File: config.mk
export PLATFORM = sky130hd
export DESIGN_NAME = phy_link_diagnostics
export DESIGN_NICKNAME = d
export VERILOG_FILES = /design/src/rtl/link_diag_pkg.sv /design/src/rtl/phy_link_diagnostics.sv
export SDC_FILE = /design/constraint.sdc
export NUM_CORES = 1
export LEC_CHECK = 0
export BUFFER_PORTS_ARGS = -buffer_cell sky130_fd_sc_hd__buf_2
export CAP_MARGIN = 20
export CORE_MARGIN = 10
export CORE_UTILIZATION = 57
export CTS_BUF_LIST = sky130_fd_sc_hd__clkbuf_4
export DETAILED_ROUTE_END_ITERATION = 8
export PLACE_DENSITY = 0.8
export SLEW_MARGIN = 20
export SYNTH_ARGS = -nofsm -noshare
export SYNTH_HDL_FRONTEND = slang
export SYNTH_SLANG_ARGS = --single-unit
File: constraint.sdc
create_clock -name ref_clk_i -period 3 [get_ports ref_clk_i]
set_input_delay 0.3 -clock ref_clk_i [delete_from_list [all_inputs] [get_ports ref_clk_i]]
set_output_delay 0.3 -clock ref_clk_i [all_outputs]
set_load 0.05 [all_outputs]
File: src/rtl/link_diag_pkg.sv
package link_diag_pkg;

   // Register offsets of the management map.
   localparam logic [15:0] ISR_OFFS      = 16'h0012;
   localparam logic [15:0] TDR_CTRL_OFFS = 16'h001e;
   localparam logic [15:0] TDR_RES_OFFS  = 16'h0310;
   localparam logic [15:0] ESD_CNT_OFFS  = 16'h0442;
   localparam logic [15:0] QUAL_OFFS     = 16'h0871;

   // Field positions.
   localparam int ISR_ESD_EN_BIT   = 3;
   localparam int ISR_ESD_FLAG_BIT = 11;
   localparam int TDR_START_BIT    = 15;
   localparam int TDR_STAT_LSB     = 0;
   localparam int RES_HALF_BIT     = 8;
   localparam int RES_FAULT_BIT    = 7;
   localparam int RES_SHORT_BIT    = 6;
   localparam int RES_DIST_LSB     = 0;
   localparam int ESD_CNT_LSB      = 9;
   localparam int QUAL_NOW_LSB     = 1;
   localparam int QUAL_WORST_LSB   = 5;

   // Quality levels.
   localparam logic [2:0] QUAL_WORST = 3'h0;
   localparam logic [2:0] QUAL_BEST  = 3'h7;

   // Run status codes in the low two bits of the control register.
   localparam logic [1:0] TDR_ST_IDLE = 2'h0;
   localparam logic [1:0] TDR_ST_BUSY = 2'h1;
   localparam logic [1:0] TDR_ST_DONE = 2'h2;
   localparam logic [1:0] TDR_ST_FAIL = 2'h3;

   // Reset value and field maxima.
   localparam logic [15:0] REG_RESET   = 16'h0000;
   localparam logic [5:0]  ESD_CNT_MAX = 6'h3f;
   localparam logic [5:0]  DIST_MAX    = 6'h3f;

   // Timing: clock, test pulse width, whole run and echo flight per metre.
   localparam int CLK_PERIOD_NS  = 10;
   localparam int TDR_PULSE_NS   = 80;
   localparam int TDR_RUN_US     = 1000;
   localparam int ECHO_NS_PER_M  = 10;
   localparam int SW_WAIT_MS     = 100;
   localparam int TDR_PULSE_CYC  = (TDR_PULSE_NS + CLK_PERIOD_NS - 1) / CLK_PERIOD_NS;
   localparam int TDR_RUN_CYC    = (TDR_RUN_US * 1000) / CLK_PERIOD_NS;
   localparam int ECHO_CYC_PER_M = (ECHO_NS_PER_M + CLK_PERIOD_NS - 1) / CLK_PERIOD_NS;

   // Register access request from the management port.
   typedef struct packed {
      logic        wr;
      logic        rd;
      logic [15:0] addr;
      logic [15:0] wdata;
   } reg_req_t;

   // One reflection reported by the analog echo detector.
   typedef struct packed {
      logic       valid;
      logic       is_short;
      logic       half_open;
      logic [7:0] amp;
   } echo_t;

endpackage

File: src/rtl/phy_link_diagnostics.sv
`timescale 1ns/100ps
// Notes on behaviour
// - Present quality level in quality bits 3:1.
// - Worst level since last read in 7:5.
// - Eight levels, 0 worst, 7 best.
// - Quality follows the noise measure while linked.
// - Discharge sensed on each line pin separately.
// - Discharge event sets status bit 11.
// - Bit 3 routes discharge flag to interrupt pin.
// - Six-bit event count in bits 14:9.
// - Event count cleared only by power cycle.
// - Run sends pulse, times and weighs reflections.
// - Partner silent; link held down during run.
// - Status reads 0b10 after a good run.
// - Result bit 8 flags half-wire open.
// - Result bit 7 flags cable fault.
// - Result bit 6: zero open, one short.
// - Fault distance in metres in bits 5:0.
module phy_link_diagnostics
   import link_diag_pkg::*;
#(
   parameter int RUN_CYCLES    = TDR_RUN_CYC,
   parameter int AMP_THRESHOLD = 32
) (
   // Clock and resets.
   input  wire logic                    ref_clk_i,
   input  wire logic                    reset_i,
   input  wire logic                    power_on_reset_i,
   // Management register port.
   input  wire link_diag_pkg::reg_req_t reg_req_i,
   output logic [15:0]                  reg_rdata_o,
   // Receiver quality measurement.
   input  wire logic                    link_active_i,
   input  wire logic [2:0]              snr_level_i,
   // Discharge sensor pins.
   input  wire logic                    esd_pin_p_i,
   input  wire logic                    esd_pin_n_i,
   // Reflectometry front end.
   input  wire link_diag_pkg::echo_t    echo_i,
   input  wire logic                    partner_energy_i,
   output logic                         tdr_pulse_o,
   output logic                         link_hold_down_o,
   // Interrupt pin.
   output logic                         int_n_o
);

   import link_diag_pkg::*;

   // Refuse a run too short to hold the pulse, or a threshold off the amplitude scale.
   // The run timer is 32 bits wide, which covers any run length an int can name.
   if (RUN_CYCLES <= TDR_PULSE_CYC || AMP_THRESHOLD < 1 || AMP_THRESHOLD > 255) begin : g_chk
      $error("phy_link_diagnostics: bad parameter");
   end

   // Constant forms of the parameters, sized to the registers that they meet.
   localparam logic [7:0]  AMP_THR = AMP_THRESHOLD[7:0];    // Fault amplitude threshold.
   localparam logic [31:0] RUN_LAST = 32'(RUN_CYCLES - 1);  // Last cycle of a run.
   localparam logic [31:0] PULSE_LAST = 32'(TDR_PULSE_CYC - 1);  // Last pulse cycle.

   // Run sequencer states.
   typedef enum logic [1:0] {
      S_IDLE,
      S_PULSE,
      S_LISTEN
   } tdr_state_t;

   // Decoded accesses.
   // Writes and reads arrive as one-cycle strobes from the management port.
   logic isr_rd;       // Interrupt status read.
   logic isr_wr;       // Interrupt status write.
   logic ctrl_wr;      // Reflectometry control write.
   logic qual_rd;      // Quality register read.

   // Decoding is combinational, so an access acts on the very edge that samples it.
   always_comb begin
      isr_rd  = reg_req_i.rd && (reg_req_i.addr == ISR_OFFS);
      isr_wr  = reg_req_i.wr && (reg_req_i.addr == ISR_OFFS);
      ctrl_wr = reg_req_i.wr && (reg_req_i.addr == TDR_CTRL_OFFS);
      qual_rd = reg_req_i.rd && (reg_req_i.addr == QUAL_OFFS);
   end

   // Link quality: present level and worst level since the last read.
   logic [2:0] qual_now_ff;    // Present level.
   logic [2:0] qual_worst_ff;  // Lowest level since last read.
   logic [2:0] nxt_qual_now;   // Level to present next cycle.

   // With no link the level reads worst, which also falls in the poor band.
   always_comb begin
      nxt_qual_now = link_active_i ? snr_level_i : QUAL_WORST;
   end

   // While linked, the present level follows the measurement every cycle.
   // No filtering is applied here; the measurement already averages its samples.
   always_ff @(posedge ref_clk_i or posedge reset_i) begin
      if (reset_i) begin
         qual_now_ff <= QUAL_WORST;
      end else begin
         qual_now_ff <= nxt_qual_now;
      end
   end

   // Worst tracking starts at the reset level of the present field, so a read
   // straight after reset never shows a worst level above the present one.
   // A read reloads from the incoming level, and a dip in the read cycle is kept.
   always_ff @(posedge ref_clk_i or posedge reset_i) begin
      if (reset_i) begin
         qual_worst_ff <= QUAL_WORST;
      end else if (qual_rd) begin
         qual_worst_ff <= nxt_qual_now;
      end else if (nxt_qual_now < qual_worst_ff) begin
         qual_worst_ff <= nxt_qual_now;
      end
   end

   // Discharge sensing: synchroniser, per-pin edges, flag and event count.
   logic [1:0] esd_meta_ff;   // First synchroniser stage, pins p and n.
   logic [1:0] esd_sync_ff;   // Second synchroniser stage.
   logic [1:0] esd_prev_ff;   // Previous synchronised level for edges.
   logic [1:0] esd_edge;      // Rising edge per pin.
   logic       esd_event;     // Any pin saw a new event.
   logic       esd_flag_ff;   // Sticky event flag.
   logic       esd_int_en_ff; // Route flag to the pin.
   logic [5:0] esd_cnt_ff;    // Event count kept since power-up.

   // The sensor pulses are asynchronous; two flops before anything looks.
   // Only the second stage feeds logic, since the first may still be settling.
   always_ff @(posedge ref_clk_i or posedge reset_i) begin
      if (reset_i) begin
         esd_meta_ff <= 2'h0;
         esd_sync_ff <= 2'h0;
         esd_prev_ff <= 2'h0;
      end else begin
         esd_meta_ff <= {esd_pin_n_i, esd_pin_p_i};
         esd_sync_ff <= esd_meta_ff;
         esd_prev_ff <= esd_sync_ff;
      end
   end

   // Each pin has its own edge detector so events stay apart.
   // A pin held high counts once, since only its rising step is an event.
   always_comb begin
      esd_edge  = esd_sync_ff & ~esd_prev_ff;
      esd_event = |esd_edge;
   end

   // Flag is cleared by reading; an event in the read cycle still sets it.
   always_ff @(posedge ref_clk_i or posedge reset_i) begin
      if (reset_i) begin
         esd_flag_ff <= 1'b0;
      end else if (esd_event) begin
         esd_flag_ff <= 1'b1;
      end else if (isr_rd) begin
         esd_flag_ff <= 1'b0;
      end
   end

   // Interrupt routing enable.
   always_ff @(posedge ref_clk_i or posedge reset_i) begin
      if (reset_i) begin
         esd_int_en_ff <= 1'b0;
      end else if (isr_wr) begin
         esd_int_en_ff <= reg_req_i.wdata[ISR_ESD_EN_BIT];
      end
   end

   // Counter sits only on the power-on reset so ordinary resets leave it.
   // Two pins hit in one cycle count as two; the count stops at full scale
   // rather than wrapping back to a misleading small number.
   // Software has no way to clear it, which is intended.
   always_ff @(posedge ref_clk_i or posedge power_on_reset_i) begin
      if (power_on_reset_i) begin
         esd_cnt_ff <= 6'h00;
      end else if (esd_edge == 2'h3 && esd_cnt_ff < ESD_CNT_MAX - 6'h1) begin
         esd_cnt_ff <= esd_cnt_ff + 6'h2;
      end else if (esd_event && esd_cnt_ff != ESD_CNT_MAX) begin
         esd_cnt_ff <= esd_cnt_ff + 6'h1;
      end
   end

   // Active-low pin, low while the flag is up and routed.
   // The flag stays set while routing is off, so enabling later pulls the pin at once.
   always_comb begin
      int_n_o = ~(esd_int_en_ff & esd_flag_ff);
   end

   // Reflectometry: run sequencer, status and reflection results.
   tdr_state_t  state_ff;       // Sequencer state.
   logic [31:0] tmr_ff;         // Cycles since the pulse began.
   logic [1:0]  tdr_stat_ff;    // Run status.
   logic        res_half_ff;    // Half-wire open seen.
   logic        res_fault_ff;   // Cable fault seen.
   logic        res_short_ff;   // Fault is a short.
   logic [5:0]  res_dist_ff;    // Fault distance in metres.
   logic [7:0]  best_amp_ff;    // Strongest reflection so far.
   logic        disturbed_ff;   // Partner spoke during the run.
   logic [31:0] echo_m;         // Distance of this echo in metres.
   logic        strong_echo;    // Echo above threshold and strongest yet.
   logic        start_run;      // Software start request.

   always_comb begin
      start_run   = ctrl_wr && reg_req_i.wdata[TDR_START_BIT] && (state_ff == S_IDLE);
      echo_m      = tmr_ff / 32'(ECHO_CYC_PER_M);
      strong_echo = echo_i.valid && (echo_i.amp >= AMP_THR) && (echo_i.amp > best_amp_ff);
   end

   // Pulse, then listen for the rest of the run, then report.
   // Starts during a run are ignored; the run cannot be restarted midway.
   // The timer is zero in the first pulse cycle, so it counts echo flight
   // directly and the distance needs no offset.
   always_ff @(posedge ref_clk_i or posedge reset_i) begin
      if (reset_i) begin
         state_ff <= S_IDLE;
         tmr_ff   <= 32'h0;
      end else begin
         case (state_ff)
            S_IDLE: begin
               tmr_ff <= 32'h0;
               if (start_run) begin
                  state_ff <= S_PULSE;
               end
            end
            S_PULSE: begin
               tmr_ff <= tmr_ff + 32'h1;
               if (tmr_ff == PULSE_LAST) begin
                  state_ff <= S_LISTEN;
               end
            end
            S_LISTEN: begin
               tmr_ff <= tmr_ff + 32'h1;
               if (tmr_ff == RUN_LAST) begin
                  state_ff <= S_IDLE;
               end
            end
            default: begin
               state_ff <= S_IDLE;
            end
         endcase
      end
   end

   // Status: busy from start, done or failed when listening ends.
   // Reading never clears it, so software may poll as often as it likes.
   always_ff @(posedge ref_clk_i or posedge reset_i) begin
      if (reset_i) begin
         tdr_stat_ff <= TDR_ST_IDLE;
      end else if (start_run) begin
         tdr_stat_ff <= TDR_ST_BUSY;
      end else if (state_ff == S_LISTEN && tmr_ff == RUN_LAST) begin
         tdr_stat_ff <= disturbed_ff ? TDR_ST_FAIL : TDR_ST_DONE;
      end
   end

   // A talking partner spoils the echoes, so the run is marked failed.
   // Energy in the pulse phase counts too, since it lands on the same wire.
   always_ff @(posedge ref_clk_i or posedge reset_i) begin
      if (reset_i) begin
         disturbed_ff <= 1'b0;
      end else if (start_run) begin
         disturbed_ff <= 1'b0;
      end else if (state_ff != S_IDLE && partner_energy_i) begin
         disturbed_ff <= 1'b1;
      end
   end

   // Every reflection heard while listening is timed and weighed; the strongest one above the
   // threshold decides type and place. Results clear at start.
   // A weaker later echo never overwrites a stronger one; this trades the
   // report of a near small joint for that of the real break behind it.
   always_ff @(posedge ref_clk_i or posedge reset_i) begin
      if (reset_i) begin
         res_half_ff  <= 1'b0;
         res_fault_ff <= 1'b0;
         res_short_ff <= 1'b0;
         res_dist_ff  <= 6'h00;
         best_amp_ff  <= 8'h00;
      end else if (start_run) begin
         res_half_ff  <= 1'b0;
         res_fault_ff <= 1'b0;
         res_short_ff <= 1'b0;
         res_dist_ff  <= 6'h00;
         best_amp_ff  <= 8'h00;
      end else if (state_ff == S_LISTEN && echo_i.valid) begin
         if (echo_i.half_open) begin
            res_half_ff <= 1'b1;
         end
         if (strong_echo) begin
            best_amp_ff  <= echo_i.amp;
            res_fault_ff <= 1'b1;
            res_short_ff <= echo_i.is_short;
            res_dist_ff  <= (echo_m > 32'(DIST_MAX)) ? DIST_MAX : echo_m[5:0];
         end
      end
   end

   // Pulse drive and link hold-down come from the state flops.
   // Both change on the edge that starts the run, so nothing separates them.
   always_comb begin
      tdr_pulse_o      = (state_ff == S_PULSE);
      link_hold_down_o = (state_ff != S_IDLE);
   end

   // Read data. Results read back whatever the status; software is to
   // trust them only after status shows done. Unmapped reads return zero.
   logic [15:0] nxt_rdata;   // Assembled read word.
   logic [15:0] rdata_ff;    // Registered read word.

   always_comb begin
      nxt_rdata = REG_RESET;
      if (reg_req_i.addr == ISR_OFFS) begin
         nxt_rdata[ISR_ESD_FLAG_BIT] = esd_flag_ff;
         nxt_rdata[ISR_ESD_EN_BIT]   = esd_int_en_ff;
      end else if (reg_req_i.addr == TDR_CTRL_OFFS) begin
         nxt_rdata[TDR_START_BIT]                 = (state_ff != S_IDLE);
         nxt_rdata[TDR_STAT_LSB +: 2]             = tdr_stat_ff;
      end else if (reg_req_i.addr == TDR_RES_OFFS) begin
         nxt_rdata[RES_HALF_BIT]      = res_half_ff;
         nxt_rdata[RES_FAULT_BIT]     = res_fault_ff;
         nxt_rdata[RES_SHORT_BIT]     = res_short_ff;
         nxt_rdata[RES_DIST_LSB +: 6] = res_dist_ff;
      end else if (reg_req_i.addr == ESD_CNT_OFFS) begin
         nxt_rdata[ESD_CNT_LSB +: 6] = esd_cnt_ff;
      end else if (reg_req_i.addr == QUAL_OFFS) begin
         nxt_rdata[QUAL_NOW_LSB +: 3]   = qual_now_ff;
         nxt_rdata[QUAL_WORST_LSB +: 3] = qual_worst_ff;
      end
   end

   // Data is captured on the read strobe and held until the next read.
   // Holding the word lets a slow reader sample it at leisure.
   always_ff @(posedge ref_clk_i or posedge reset_i) begin
      if (reset_i) begin
         rdata_ff <= REG_RESET;
      end else if (reg_req_i.rd) begin
         rdata_ff <= nxt_rdata;
      end
   end

   // The port shows the held word straight from its flop.
   assign reg_rdata_o = rdata_ff;

endmodule  // phy_link_diagnostics

==> results of run 1 <==
## placed cells by master, fill, tap and decap left out, types with 3 or more instances in the layout
| master | Yosys | final |
|---|---|---|
| nand2_1 | 33 | 33 |
| buf_2 | 1 | 59 |
| a21o_1 | 3 | 3 |
| dlygate4sd3_1 | 0 | 4 |
| ha_1 | 17 | 17 |
| nand2b_1 | 7 | 7 |
| dfrtp_1 | 90 | 90 |
| nor4_1 | 8 | 8 |
| mux2_4 | 3 | 3 |
| and3b_1 | 5 | 5 |
| a22oi_1 | 8 | 8 |
| and4_1 | 3 | 3 |
| a22o_1 | 4 | 4 |
| buf_4 | 0 | 10 |
| mux2i_1 | 11 | 11 |
| or4_1 | 5 | 5 |
| and2_1 | 6 | 6 |
| nand3b_1 | 3 | 3 |
| xnor2_1 | 8 | 8 |
| nor3_1 | 13 | 13 |
| and3_1 | 7 | 7 |
| clkbuf_4 | 0 | 10 |
| nand3_1 | 24 | 24 |
| nor2_1 | 56 | 56 |
| inv_1 | 33 | 32 |
| o22ai_1 | 6 | 6 |
| a21oi_1 | 16 | 15 |
| xor2_1 | 16 | 16 |
| nand4_1 | 11 | 11 |
| o21ai_0 | 24 | 24 |
| or3_1 | 7 | 7 |
## registers in the layout (all words and copies together), names as in the netlist, 2 cells and up
register       count
esd_prev_ff        2
esd_cnt_ff         6
res_dist_ff        6
reg_rdata_o       16
esd_meta_ff        2
esd_sync_ff        2
tmr_ff            32
best_amp_ff        8
state_ff           2
tdr_stat_ff        2
qual_worst_ff      3
qual_now_ff        3
## stage by stage
stage,area (µm²),power [µW]
floorplan,4570,2030
global placement,5020,2180
detailed placement,5020,2240
CTS,5190,2880
global route,5190,3060
finish,5190,2860
## routing by layer
| metal | wire (µm) | up-vias | GRT usage (%) |
|---|---|---|---|
| met5 | 0 | - | 0 |
| li1 | - | 1780 | - |
| met3 | 497 | 10 | 3.34 |
| met4 | 120 | 0 | 6.32 |
| met1 | 4330 | 1758 | 22.1 |
| met2 | 4850 | 79 | 28.5 |
## cell type report
type                            instances  share of cell area (%)
Sequential cell                        90                    43.4
Multi-Input combinational cell        331                    41.3
Timing Repair Buffer                   73                    7.90
Tap cell                              102                    2.46
Inverter                               33                    2.41
Clock buffer                           10                    1.45
Clock inverter                          6                    1.11
## cell families (layout without fill, tap and decap cells)
logic type	Yosys count	count (layout)	synth area share, %
mux	15	15	3.64
flops	90	90	49.2
buf+inv	47	122	3.89
fa+ha+maj	17	17	4.65
xor+xnor	24	24	4.60
compound gates	74	74	10.2
simple gates	201	201	23.8
## worst max path at each step
stage,depth (start not counted),to,start
floorplan,1,best_amp_ff[0],reset_i
global placement,7,qual_worst_ff[0],reg_req_i[31]
detailed placement,7,qual_worst_ff[2],reg_req_i[31]
CTS,7,state_ff[0],tmr_ff[0]
global route,7,state_ff[1],tmr_ff[0]
finish,7,state_ff[0],tmr_ff[0]
## power by group through the flow
stage | Sequential (µW) | Combinational, µW | Clock [µW]
5_1_grt | 1570 | 778 | 715
3_5_place_dp | 1560 | 677 | 0
6_report | 1540 | 677 | 639
4_1_cts | 1540 | 687 | 659
2_1_floorplan | 1520 | 507 | 0
3_3_place_gp | 1540 | 636 | 0
==> impl_metrics.env, run 1 <==
export IMPL_status="finished clean"
export IMPL_num_vias=3627
export IMPL_grt_first_pass_wirelength_um=17000
export IMPL_synth_nets=540
export IMPL_period_share_pct=81.9
export IMPL_drive_gt1_share_pct=18.0
export IMPL_num_rows=32
export IMPL_cts_buffer_depth=2
export IMPL_setup_viol_count_final=0
export IMPL_ys_top_cells_by_count="90 x dfrtp_1, 56 x nor2_1, 33 x inv_1, 33 x nand2_1"
export IMPL_cts_root_buf="clkbuf_4"
export IMPL_die_area_um2=12000
export IMPL_clk_latency_ns=0.40
export IMPL_seqPwrFrac_pct=53.9
export IMPL_utilization_pct=66.9
export IMPL_cts_htree_levels=3
export IMPL_p_per_area_nw_per_um2=550
export IMPL_whs_ns=0.133
export IMPL_synth_seq_cells=90
export IMPL_synth_area_um2=4570
export IMPL_fmax_mhz=407
export IMPL_via_per_inst=5.62
export IMPL_gp_congestion=0.828
export IMPL_p_sw_uw=910
export IMPL_wire_per_inst_um=15.2
export IMPL_drtIter0Drc=159
export IMPL_finalNonFillerCells=645
export IMPL_rsz0062_at_grt="false"
export IMPL_syn_to_final_growth_pct=13.6
export IMPL_start_util_pct=58.9
export IMPL_slowest_stage="or4b_1"
export IMPL_max_slew_margin_rel_pct=54.5
export IMPL_cts_clk_slew_worst_paths_ns=0.13
export IMPL_r2r_cells=7
export IMPL_die_width_um=110
export IMPL_path_buf_inv=0
export IMPL_io_buffers=59
export IMPL_grt_pass1_vias=3648
export IMPL_max_cap_violations=0
export IMPL_cp_max_fo=5
export IMPL_rrSetupSlack_ns=0.54
export IMPL_synth_largest_area_cell="dfrtp_1"
export IMPL_synth_async_reset_ratio_pct=100
export IMPL_place_inst=625
export IMPL_cts_sinks=90
export IMPL_antenna_cells=0
export IMPL_holdCritPathClass="primary input to flip-flop"
export IMPL_synth_ff_type="dfrtp_1"
export IMPL_dp_hpwl_um=7440
export IMPL_path_cells="ha_1 > nand4_1 > or4b_1 > o31ai_1 > a21boi_1 > nor2_1 > a211oi_1"
export IMPL_start_kind="flip-flop"
export IMPL_seq_area_um2=2250
export IMPL_hp_start="reg_req_i[3]"
export IMPL_multi_input_area_um2=2150
export IMPL_ctsResizeCount=0
export IMPL_ys_top_cells_by_area="dfrtp_1 49%, ha_1 4.7%, nor2_1 4.6%"
export IMPL_hold_depth=2
export IMPL_synth_cell_types=51
export IMPL_antenna_found_initial=0
export IMPL_p_comb_share_pct=23.7
export IMPL_pre_cts_slack_ns=0.513
export IMPL_cts_tree="yes"
export IMPL_holdBufCountCts=4
export IMPL_sw_frac_of_total_pct=31.9
export IMPL_worst_pin_slew_ns=0.682
export IMPL_synth_edf_count=0
export IMPL_postCtsSetupBuffers=0
export IMPL_fin_crit_ns=2.46
export IMPL_ir_drop_mv=0.381
export IMPL_antenna_left=0
export IMPL_cts_made_buffers=9
export IMPL_die_y_um=110
export IMPL_finClkSkew_ns=0.0143
export IMPL_max_stage_delay_ns=0.61
export IMPL_hold_viol=0
export IMPL_yosysTopAreaCellShare_pct=49.2
export IMPL_critical_path_arrival_ns=2.77
export IMPL_slew_violations=0
export IMPL_criticalPathCategory="flip-flop to flip-flop"
export IMPL_synth_seq_area_share_pct=49.2
export IMPL_finalWirelength_um=9800
export IMPL_gr_total_overflow=0
export IMPL_pin_count=74
export IMPL_r2r_end="state_ff[0]"
export IMPL_design_core_area_um2=7770
export IMPL_grt_use_total_pct=17.3
export IMPL_end_kind="flip-flop"
export IMPL_intPower_uw=1950
export IMPL_whs_endpoint="esd_int_en_ff"
export IMPL_drc=0
export IMPL_grt_max_degree=42
export IMPL_leakagePower_uw=0.00239
export IMPL_fillerInstances=632
export IMPL_tns_ns=0
export IMPL_power_frac_clock_pct=22.4
export IMPL_worstReg2RegStart="tmr_ff[0]"
export IMPL_first_pass_iters=5
export IMPL_synth_most_common_cell="dfrtp_1"
export IMPL_avgSynthCellArea_um2=9.77
export IMPL_syn_inst=468
export IMPL_layout_setup_ws_ns=0.543
export IMPL_fin_nets=610
export IMPL_yosysWarnings=0
export IMPL_cp_top_family="simple AND/OR/NAND/NOR gates"
export IMPL_cp_required_ns=3.31
(Power assumes the default switching activity.)
==> run 2: changes to the inputs <==
--- a/config.mk
+++ b/config.mk
@@ -5,13 +5,14 @@
 export SDC_FILE = /design/constraint.sdc
 export NUM_CORES = 1
 export LEC_CHECK = 0
+export ABC_AREA = 1
 export BUFFER_PORTS_ARGS = -buffer_cell sky130_fd_sc_hd__buf_2
 export CAP_MARGIN = 20
 export CORE_MARGIN = 10
-export CORE_UTILIZATION = 57
+export CORE_UTILIZATION = 54
 export CTS_BUF_LIST = sky130_fd_sc_hd__clkbuf_4
 export DETAILED_ROUTE_END_ITERATION = 8
-export PLACE_DENSITY = 0.8
+export PLACE_DENSITY = 0.79
 export SLEW_MARGIN = 20
 export SYNTH_ARGS = -nofsm -noshare
 export SYNTH_HDL_FRONTEND = slang
==> constraint.sdc (replaced) <==
create_clock -name ref_clk_i -period 2.1 [get_ports ref_clk_i]
set_input_delay 0.21 -clock ref_clk_i [delete_from_list [all_inputs] [get_ports ref_clk_i]]
set_output_delay 0.21 -clock ref_clk_i [all_outputs]
set_load 0.05 [all_outputs]
==> run 2 against run 1 <==
  * Wire length is 38% higher
  * Via count rose by 43%
  * Cell count up 52%
  * Count of clock-buffer cells in the layout decreased by 1
  * Highest routed layer unchanged
==> impl_metrics.env, run 2 <==
export IMPL_synth_most_common_cell="nand2_1"
export IMPL_design_area_um2=6210
export IMPL_largest_register="tmr_ff"
export IMPL_setup_viol_count_final=0
export IMPL_worstReg2RegStart="best_amp_ff[7]"
export IMPL_final_common_cell="nand2_1"
export IMPL_syn_to_final_growth_pct=14.7
export IMPL_clk_latency_ns=0.46
export IMPL_ys_top_cells_by_count="221 x nand2_1, 107 x nor2_1, 90 x dfrtp_1"
export IMPL_finalWirelength_um=13500
export IMPL_drive_gt1_share_pct=13.5
export IMPL_grt_pass1_vias=5114
export IMPL_antenna_cells=0
export IMPL_grt_max_degree=71
export IMPL_start_util_pct=55.4
export IMPL_criticalPathCategory="flip-flop to primary output"
export IMPL_antenna_found_initial=0
export IMPL_via_per_inst=5.31
export IMPL_period_share_pct=88.9
export IMPL_synth_edf_count=0
export IMPL_first_pass_iters=7
export IMPL_gp_congestion=0.933
export IMPL_cts_clk_slew_worst_paths_ns=0.14
export IMPL_synth_seq_area_share_pct=41.6
export IMPL_critical_path_arrival_ns=1.66
export IMPL_end_kind="primary output"
export IMPL_leakagePower_uw=0.00305
export IMPL_drtIter0Drc=504
export IMPL_multi_input_area_um2=2740
export IMPL_synth_cell_types=38
export IMPL_grt_use_total_pct=18.9
export IMPL_fmax_mhz=535
export IMPL_cts_root_buf="clkbuf_4"
export IMPL_hold_viol=0
export IMPL_dp_hpwl_um=10300
export IMPL_max_stage_delay_ns=0.43
export IMPL_path_buf_inv=3
export IMPL_avgSynthCellArea_um2=7.14
export IMPL_grt_first_pass_wirelength_um=23100
export IMPL_ir_drop_mv=0.277
export IMPL_num_vias=5196
export IMPL_wl_met3_um=957
export IMPL_rsz0062_at_grt="false"
export IMPL_synth_largest_area_cell="dfrtp_1"
export IMPL_seq_area_um2=2250
export IMPL_cts_tree="yes"
export IMPL_synth_async_reset_ratio_pct=100
export IMPL_design_core_area_um2=9770
export IMPL_utilization_pct=63.5
export IMPL_fin_nets=912
export IMPL_antenna_left=0
export IMPL_wl_met2_um=6320
export IMPL_power_frac_clock_pct=31.7
export IMPL_cp_max_fo=4
export IMPL_cp_top_family="buffers and inverters"
export IMPL_tns_ns=0
export IMPL_worst_pin_slew_ns=0.498
export IMPL_drc=0
export IMPL_synth_nets=830
export IMPL_syn_inst=758
export IMPL_cts_sinks=90
export IMPL_gr_total_overflow=0
export IMPL_path_cells="inv_1 > ha_1 > inv_1 > buf_2"
export IMPL_critPathLaunch="state_ff[0]"
export IMPL_placedInstanceArea_um2=5870
export IMPL_synth_ff_type="dfrtp_1"
export IMPL_cts_buffer_depth=2
export IMPL_wire_per_inst_um=13.8
export IMPL_die_area_um2=14400
export IMPL_cts_htree_levels=3
export IMPL_highest_layer="met4"
export IMPL_die_y_um=120
export IMPL_intPower_uw=2520
export IMPL_fin_crit_ns=1.87
export IMPL_slowest_stage="dfrtp_1"
export IMPL_start_kind="flip-flop"
export IMPL_holdCritPathClass="primary input to flip-flop"
export IMPL_slew_violations=0
export IMPL_ys_top_cells_by_area="dfrtp_1 42%, nand2_1 15%, nand3_1 8.0%"
export IMPL_met1_length_um=5830
export IMPL_sw_frac_of_total_pct=28.9
export IMPL_fillerInstances=861
export IMPL_finClkSkew_ns=0.0262
export IMPL_p_sw_uw=1020
export IMPL_synth_seq_cells=90
export IMPL_layout_setup_ws_ns=0.232
export IMPL_pre_cts_slack_ns=0.322
export IMPL_largest_register_ffs=32
export IMPL_ctsResizeCount=0
export IMPL_max_cap_violations=0
export IMPL_p_per_area_nw_per_um2=571
export IMPL_io_buffers=59
export IMPL_path_common_cell="inv_1"
export IMPL_p_total_uw=3540
export IMPL_yosysWarnings=0
export IMPL_seqPwrFrac_pct=54.5
export IMPL_synth_area_um2=5410
export IMPL_die_width_um=120
export IMPL_status="finished clean"
export IMPL_num_rows=36
export IMPL_max_slew_margin_rel_pct=66.7
export IMPL_pin_count=74
export IMPL_final_cell_mix="221 x nand2_1, 107 x nor2_1, 90 x dfrtp_1"
export IMPL_p_comb_share_pct=13.9
export IMPL_cp_required_ns=1.89
export IMPL_cts_made_buffers=9
export IMPL_yosysTopAreaCellShare_pct=41.6
export IMPL_hp_start="echo_i[5]"
[run 2: power by group through the flow]
stage               Combinational (µW)  Sequential, µW  Clock (µW)
finish                             491            1930        1120
global route                       568            1940        1210
CTS                                490            1920        1150
detailed placement                 462            1960           0
global placement                   427            1950           0
floorplan                          327            1930           0
[run 2: logic make-up (layout without fill, tap and decap cells)]
| family | after synthesis | in the layout | share of synthesized area (%) |
|---|---|---|---|
| AO/OA/AOI/OAI | 72 | 72 | 7.38 |
| flip-flops | 90 | 90 | 41.6 |
| XOR/XNOR | 5 | 5 | 0.809 |
| multiplexers | 1 | 1 | 0.208 |
| buffers and inverters | 102 | 189 | 7.72 |
| adder cells (fa/ha/maj) | 17 | 17 | 3.93 |
| AND/OR/NAND/NOR | 471 | 471 | 38.3 |
[run 2: per-layer routing]
layer,track usage (%),up-vias
li1,-,2605
met1,22.7,2369
met2,31.6,185
met3,4.31,37
met4,8.45,0
met5,0,-
[run 2: cell type report]
| class | count | share of cell area [%] |
|---|---|---|
| Multi-Input combinational cell | 566 | 44.2 |
| Sequential cell | 90 | 36.3 |
| Timing Repair Buffer | 85 | 8.79 |
| Inverter | 88 | 5.38 |
| Tap cell | 133 | 2.68 |
| Clock inverter | 7 | 1.59 |
| Clock buffer | 9 | 1.09 |
[run 2: final timing paths]
check                                   endpoint  slack (ns)  depth (start not counted)
worst max-delay path            link_hold_down_o        0.23                          4
worst min-delay path              best_amp_ff[5]        0.02                          3
worst max register to register    best_amp_ff[6]        0.24                         10
worst min register to register    esd_sync_ff[1]        0.36                          0
max in group asynchronous            state_ff[1]        1.16                          4
min in group asynchronous          esd_cnt_ff[3]        0.18                          3
[run 2: stage by stage]
stage          hold WS, ns  instances
2_1_floorplan     0.000959        758
3_3_place_gp         0.133        945
3_5_place_dp         0.134        945
5_1_grt             0.0150        978
6_report            0.0247        978
4_1_cts            0.00228        978
[run 2: what timing repair did]
action,CTS,global route
setup buffers,0,0
hold buffers,17,0
hold endpoints to repair,34,0
[run 2: worst min-delay path: cells and delay by family]
kind	cells	cell delay, ns
buffers and inverters	1	0.10
AND/OR/NAND/NOR	2	0.14
==> run 3: changes to the inputs <==
--- a/config.mk
+++ b/config.mk
@@ -11,6 +11,7 @@
 export CORE_MARGIN = 10
 export CORE_UTILIZATION = 54
 export CTS_BUF_LIST = sky130_fd_sc_hd__clkbuf_4
+export CTS_CLUSTER_DIAMETER = 200
 export DETAILED_ROUTE_END_ITERATION = 8
 export PLACE_DENSITY = 0.79
 export SLEW_MARGIN = 20
==> constraint.sdc (replaced) <==
create_clock -name ref_clk_i -period 1.6 [get_ports ref_clk_i]
set_input_delay 0.16 -clock ref_clk_i [delete_from_list [all_inputs] [get_ports ref_clk_i]]
set_output_delay 0.16 -clock ref_clk_i [all_outputs]
set_load 0.05 [all_outputs]
==> run 3 against run 2 <==
  * The flow now finishes with violations (setup timing)
  * Via count rose by 7.7%
  * Wire length rose by 11%
  * Utilization rose by 6.7 points
  * Die area did not move
  * Clock power rose by 12%
  * Non-clock buffer count rose by 39
  * Critical path type is now flip-flop to flip-flop
  * Cell count rose by 4.0%
  * Largest power group unchanged
  * Global-route usage rose by 0.89 points
  * Critical path depth rose by 8
  * Critical endpoint is now best_amp_ff[5]
  * Sequential power rose by 31%
==> impl_metrics.env, run 3 (synthesized netlist as in run 2, its figures left out) <==
export IMPL_hold_viol=0
export IMPL_first_pass_iters=5
export IMPL_worst_pin_slew_ns=0.379
export IMPL_finalWirelength_um=14900
export IMPL_clk_latency_ns=0.47
export IMPL_antenna_found_initial=0
export IMPL_rsz0062_at_grt="true"
export IMPL_fillerInstances=747
export IMPL_gp_congestion=0.969
export IMPL_grt_first_pass_wirelength_um=24000
export IMPL_pre_cts_slack_ns=-0.0204
export IMPL_start_util_pct=55.4
export IMPL_cp_required_ns=1.96
export IMPL_start_kind="flip-flop"
export IMPL_cts_sinks=90
export IMPL_setup_viol_count_final=17
export IMPL_leakagePower_uw=0.00323
export IMPL_status="finished with violations"
export IMPL_largest_register="tmr_ff"
export IMPL_finClkSkew_ns=0.0216
export IMPL_dp_hpwl_um=10300
export IMPL_final_common_cell="nand2_1"
export IMPL_multi_input_area_um2=3050
export IMPL_period_share_pct=119
export IMPL_cts_htree_levels=3
export IMPL_cts_tree="yes"
export IMPL_design_core_area_um2=9770
export IMPL_p_total_uw=4520
export IMPL_r2r_cells=12
export IMPL_p_per_area_nw_per_um2=659
export IMPL_slew_violations=0
export IMPL_grt_use_total_pct=19.8
export IMPL_violations="setup timing"
export IMPL_hp_start="reg_req_i[33]"
export IMPL_num_vias=5597
export IMPL_drive_gt1_share_pct=25.0
export IMPL_antenna_cells=0
export IMPL_syn_to_final_growth_pct=26.8
export IMPL_cp_max_fo=4
export IMPL_criticalPathCategory="flip-flop to flip-flop"
export IMPL_max_slew_margin_rel_pct=74.8
export IMPL_gr_total_overflow=0
export IMPL_die_y_um=120
export IMPL_drc=0
export IMPL_cts_clk_slew_worst_paths_ns=0.16
export IMPL_ir_drop_mv=0.465
export IMPL_pin_count=74
export IMPL_io_buffers=59
export IMPL_cts_root_buf="clkbuf_4"
export IMPL_num_rows=36
export IMPL_fin_crit_ns=1.91
export IMPL_grt_pass1_vias=5249
export IMPL_antenna_left=0
export IMPL_worstReg2RegStart="best_amp_ff[1]"
export IMPL_wire_per_inst_um=14.7
export IMPL_max_cap_violations=0
export IMPL_drtIter0Drc=632
export IMPL_fmax_mhz=525
export IMPL_grt_max_degree=54
export IMPL_tns_ns=-4.11
export IMPL_critPathLaunch="best_amp_ff[1]"
export IMPL_cts_made_buffers=9
export IMPL_seq_area_um2=2270
export IMPL_largest_register_ffs=32
export IMPL_cts_buffer_depth=2
export IMPL_critical_path_arrival_ns=2.27
export IMPL_holdCritPathClass="primary input to flip-flop"
export IMPL_die_area_um2=14400
export IMPL_end_kind="flip-flop"
export IMPL_die_width_um=120
export IMPL_final_cell_mix="210 x nand2_1, 89 x nor2_1, 79 x dfrtp_1"
export IMPL_via_per_inst=5.50
export IMPL_hold_depth=3
export IMPL_layout_setup_ws_ns=-0.306
export IMPL_fin_nets=951
-- run 3: cell types whose count changed in the layout (fill, tap and decap cells not counted), moves of 5 or more --
cell	previous run	this run
nand2_1	221	210
nand2_2	5	16
dfrtp_2	0	11
nor2_1	107	89
ha_4	0	7
buf_6	0	8
nand3_1	86	72
buf_4	8	31
nor2_2	5	20
inv_1	81	76
ha_1	17	8
dlygate4sd3_1	17	25
dfrtp_1	90	79
nand3_2	2	14
-- run 3: layout make-up --
class	instances	share of cell area, %
Clock buffer	9	0.985
Inverter	88	4.98
Multi-Input combinational cell	566	44.4
Tap cell	133	2.43
Clock inverter	7	0.875
Sequential cell	90	33.0
Timing Repair Buffer	124	13.3
-- run 3: layer usage --
metal / routed length, µm / vias up / GRT usage [%] / part of all wire, %
li1: - / 2696 / - / -
met1: 6180 / 2608 / 24.4 / 41
met2: 7160 / 239 / 32.9 / 48
met3: 1080 / 54 / 3.80 / 7.2
met4: 503 / 0 / 8.75 / 3.4
met5: 0 / - / 0 / 0
-- run 3: power by group --
part	leakage, µW	internal, µW	total (µW)	switching [µW]
logic	0.00197	327	757	430
clock network	0.0000668	349	1250	896
registers	0.00119	2400	2520	121
-- run 3: timing repair --
| item | in CTS | in global routing |
|---|---|---|
| resized for setup | 13 | 89 |
| hold buffers | 25 | 0 |
| pin swaps | 1 | 26 |
| buffers inserted | 3 | 11 |
| endpoints found under the hold margin | 43 | 0 |
| setup endpoints to repair | 21 | 48 |
-- run 3: final timing paths --
check,endpoint,slack (ns)
setup / recovery,best_amp_ff[5],-0.31
hold / removal,esd_int_en_ff,0.06
hold reg to reg,esd_sync_ff[1],0.34
setup reg to reg,best_amp_ff[5],-0.31
min in group asynchronous,esd_cnt_ff[4],0.12
max in group asynchronous,tmr_ff[11],0.80
-- run 3: critical path, cell delays in order, from the launching register on --
cell and delay [ns]:
dfrtp_1 0.40, inv_2 0.06, ha_4 0.27, inv_4 0.04, nor2_4 0.10, nor2_1 0.07
o21ai_1 0.19, nand2_1 0.14, nand2_1 0.13, nand2_2 0.08, buf_4 0.16, nand3_1 0.10
nand2_2 0.06
-- run 3: per-stage QoR --
stage	instance area [µm²]	instances	hold WS, ns	util [%]
finish	6860	1017	0.0643	70.2
CTS	6450	1006	0.0423	66.0
global placement	6010	962	0.0837	61.5
global route	6860	1017	0.0571	70.2
floorplan	5420	758	-0.0490	-
detailed placement	6010	962	0.0932	61.5
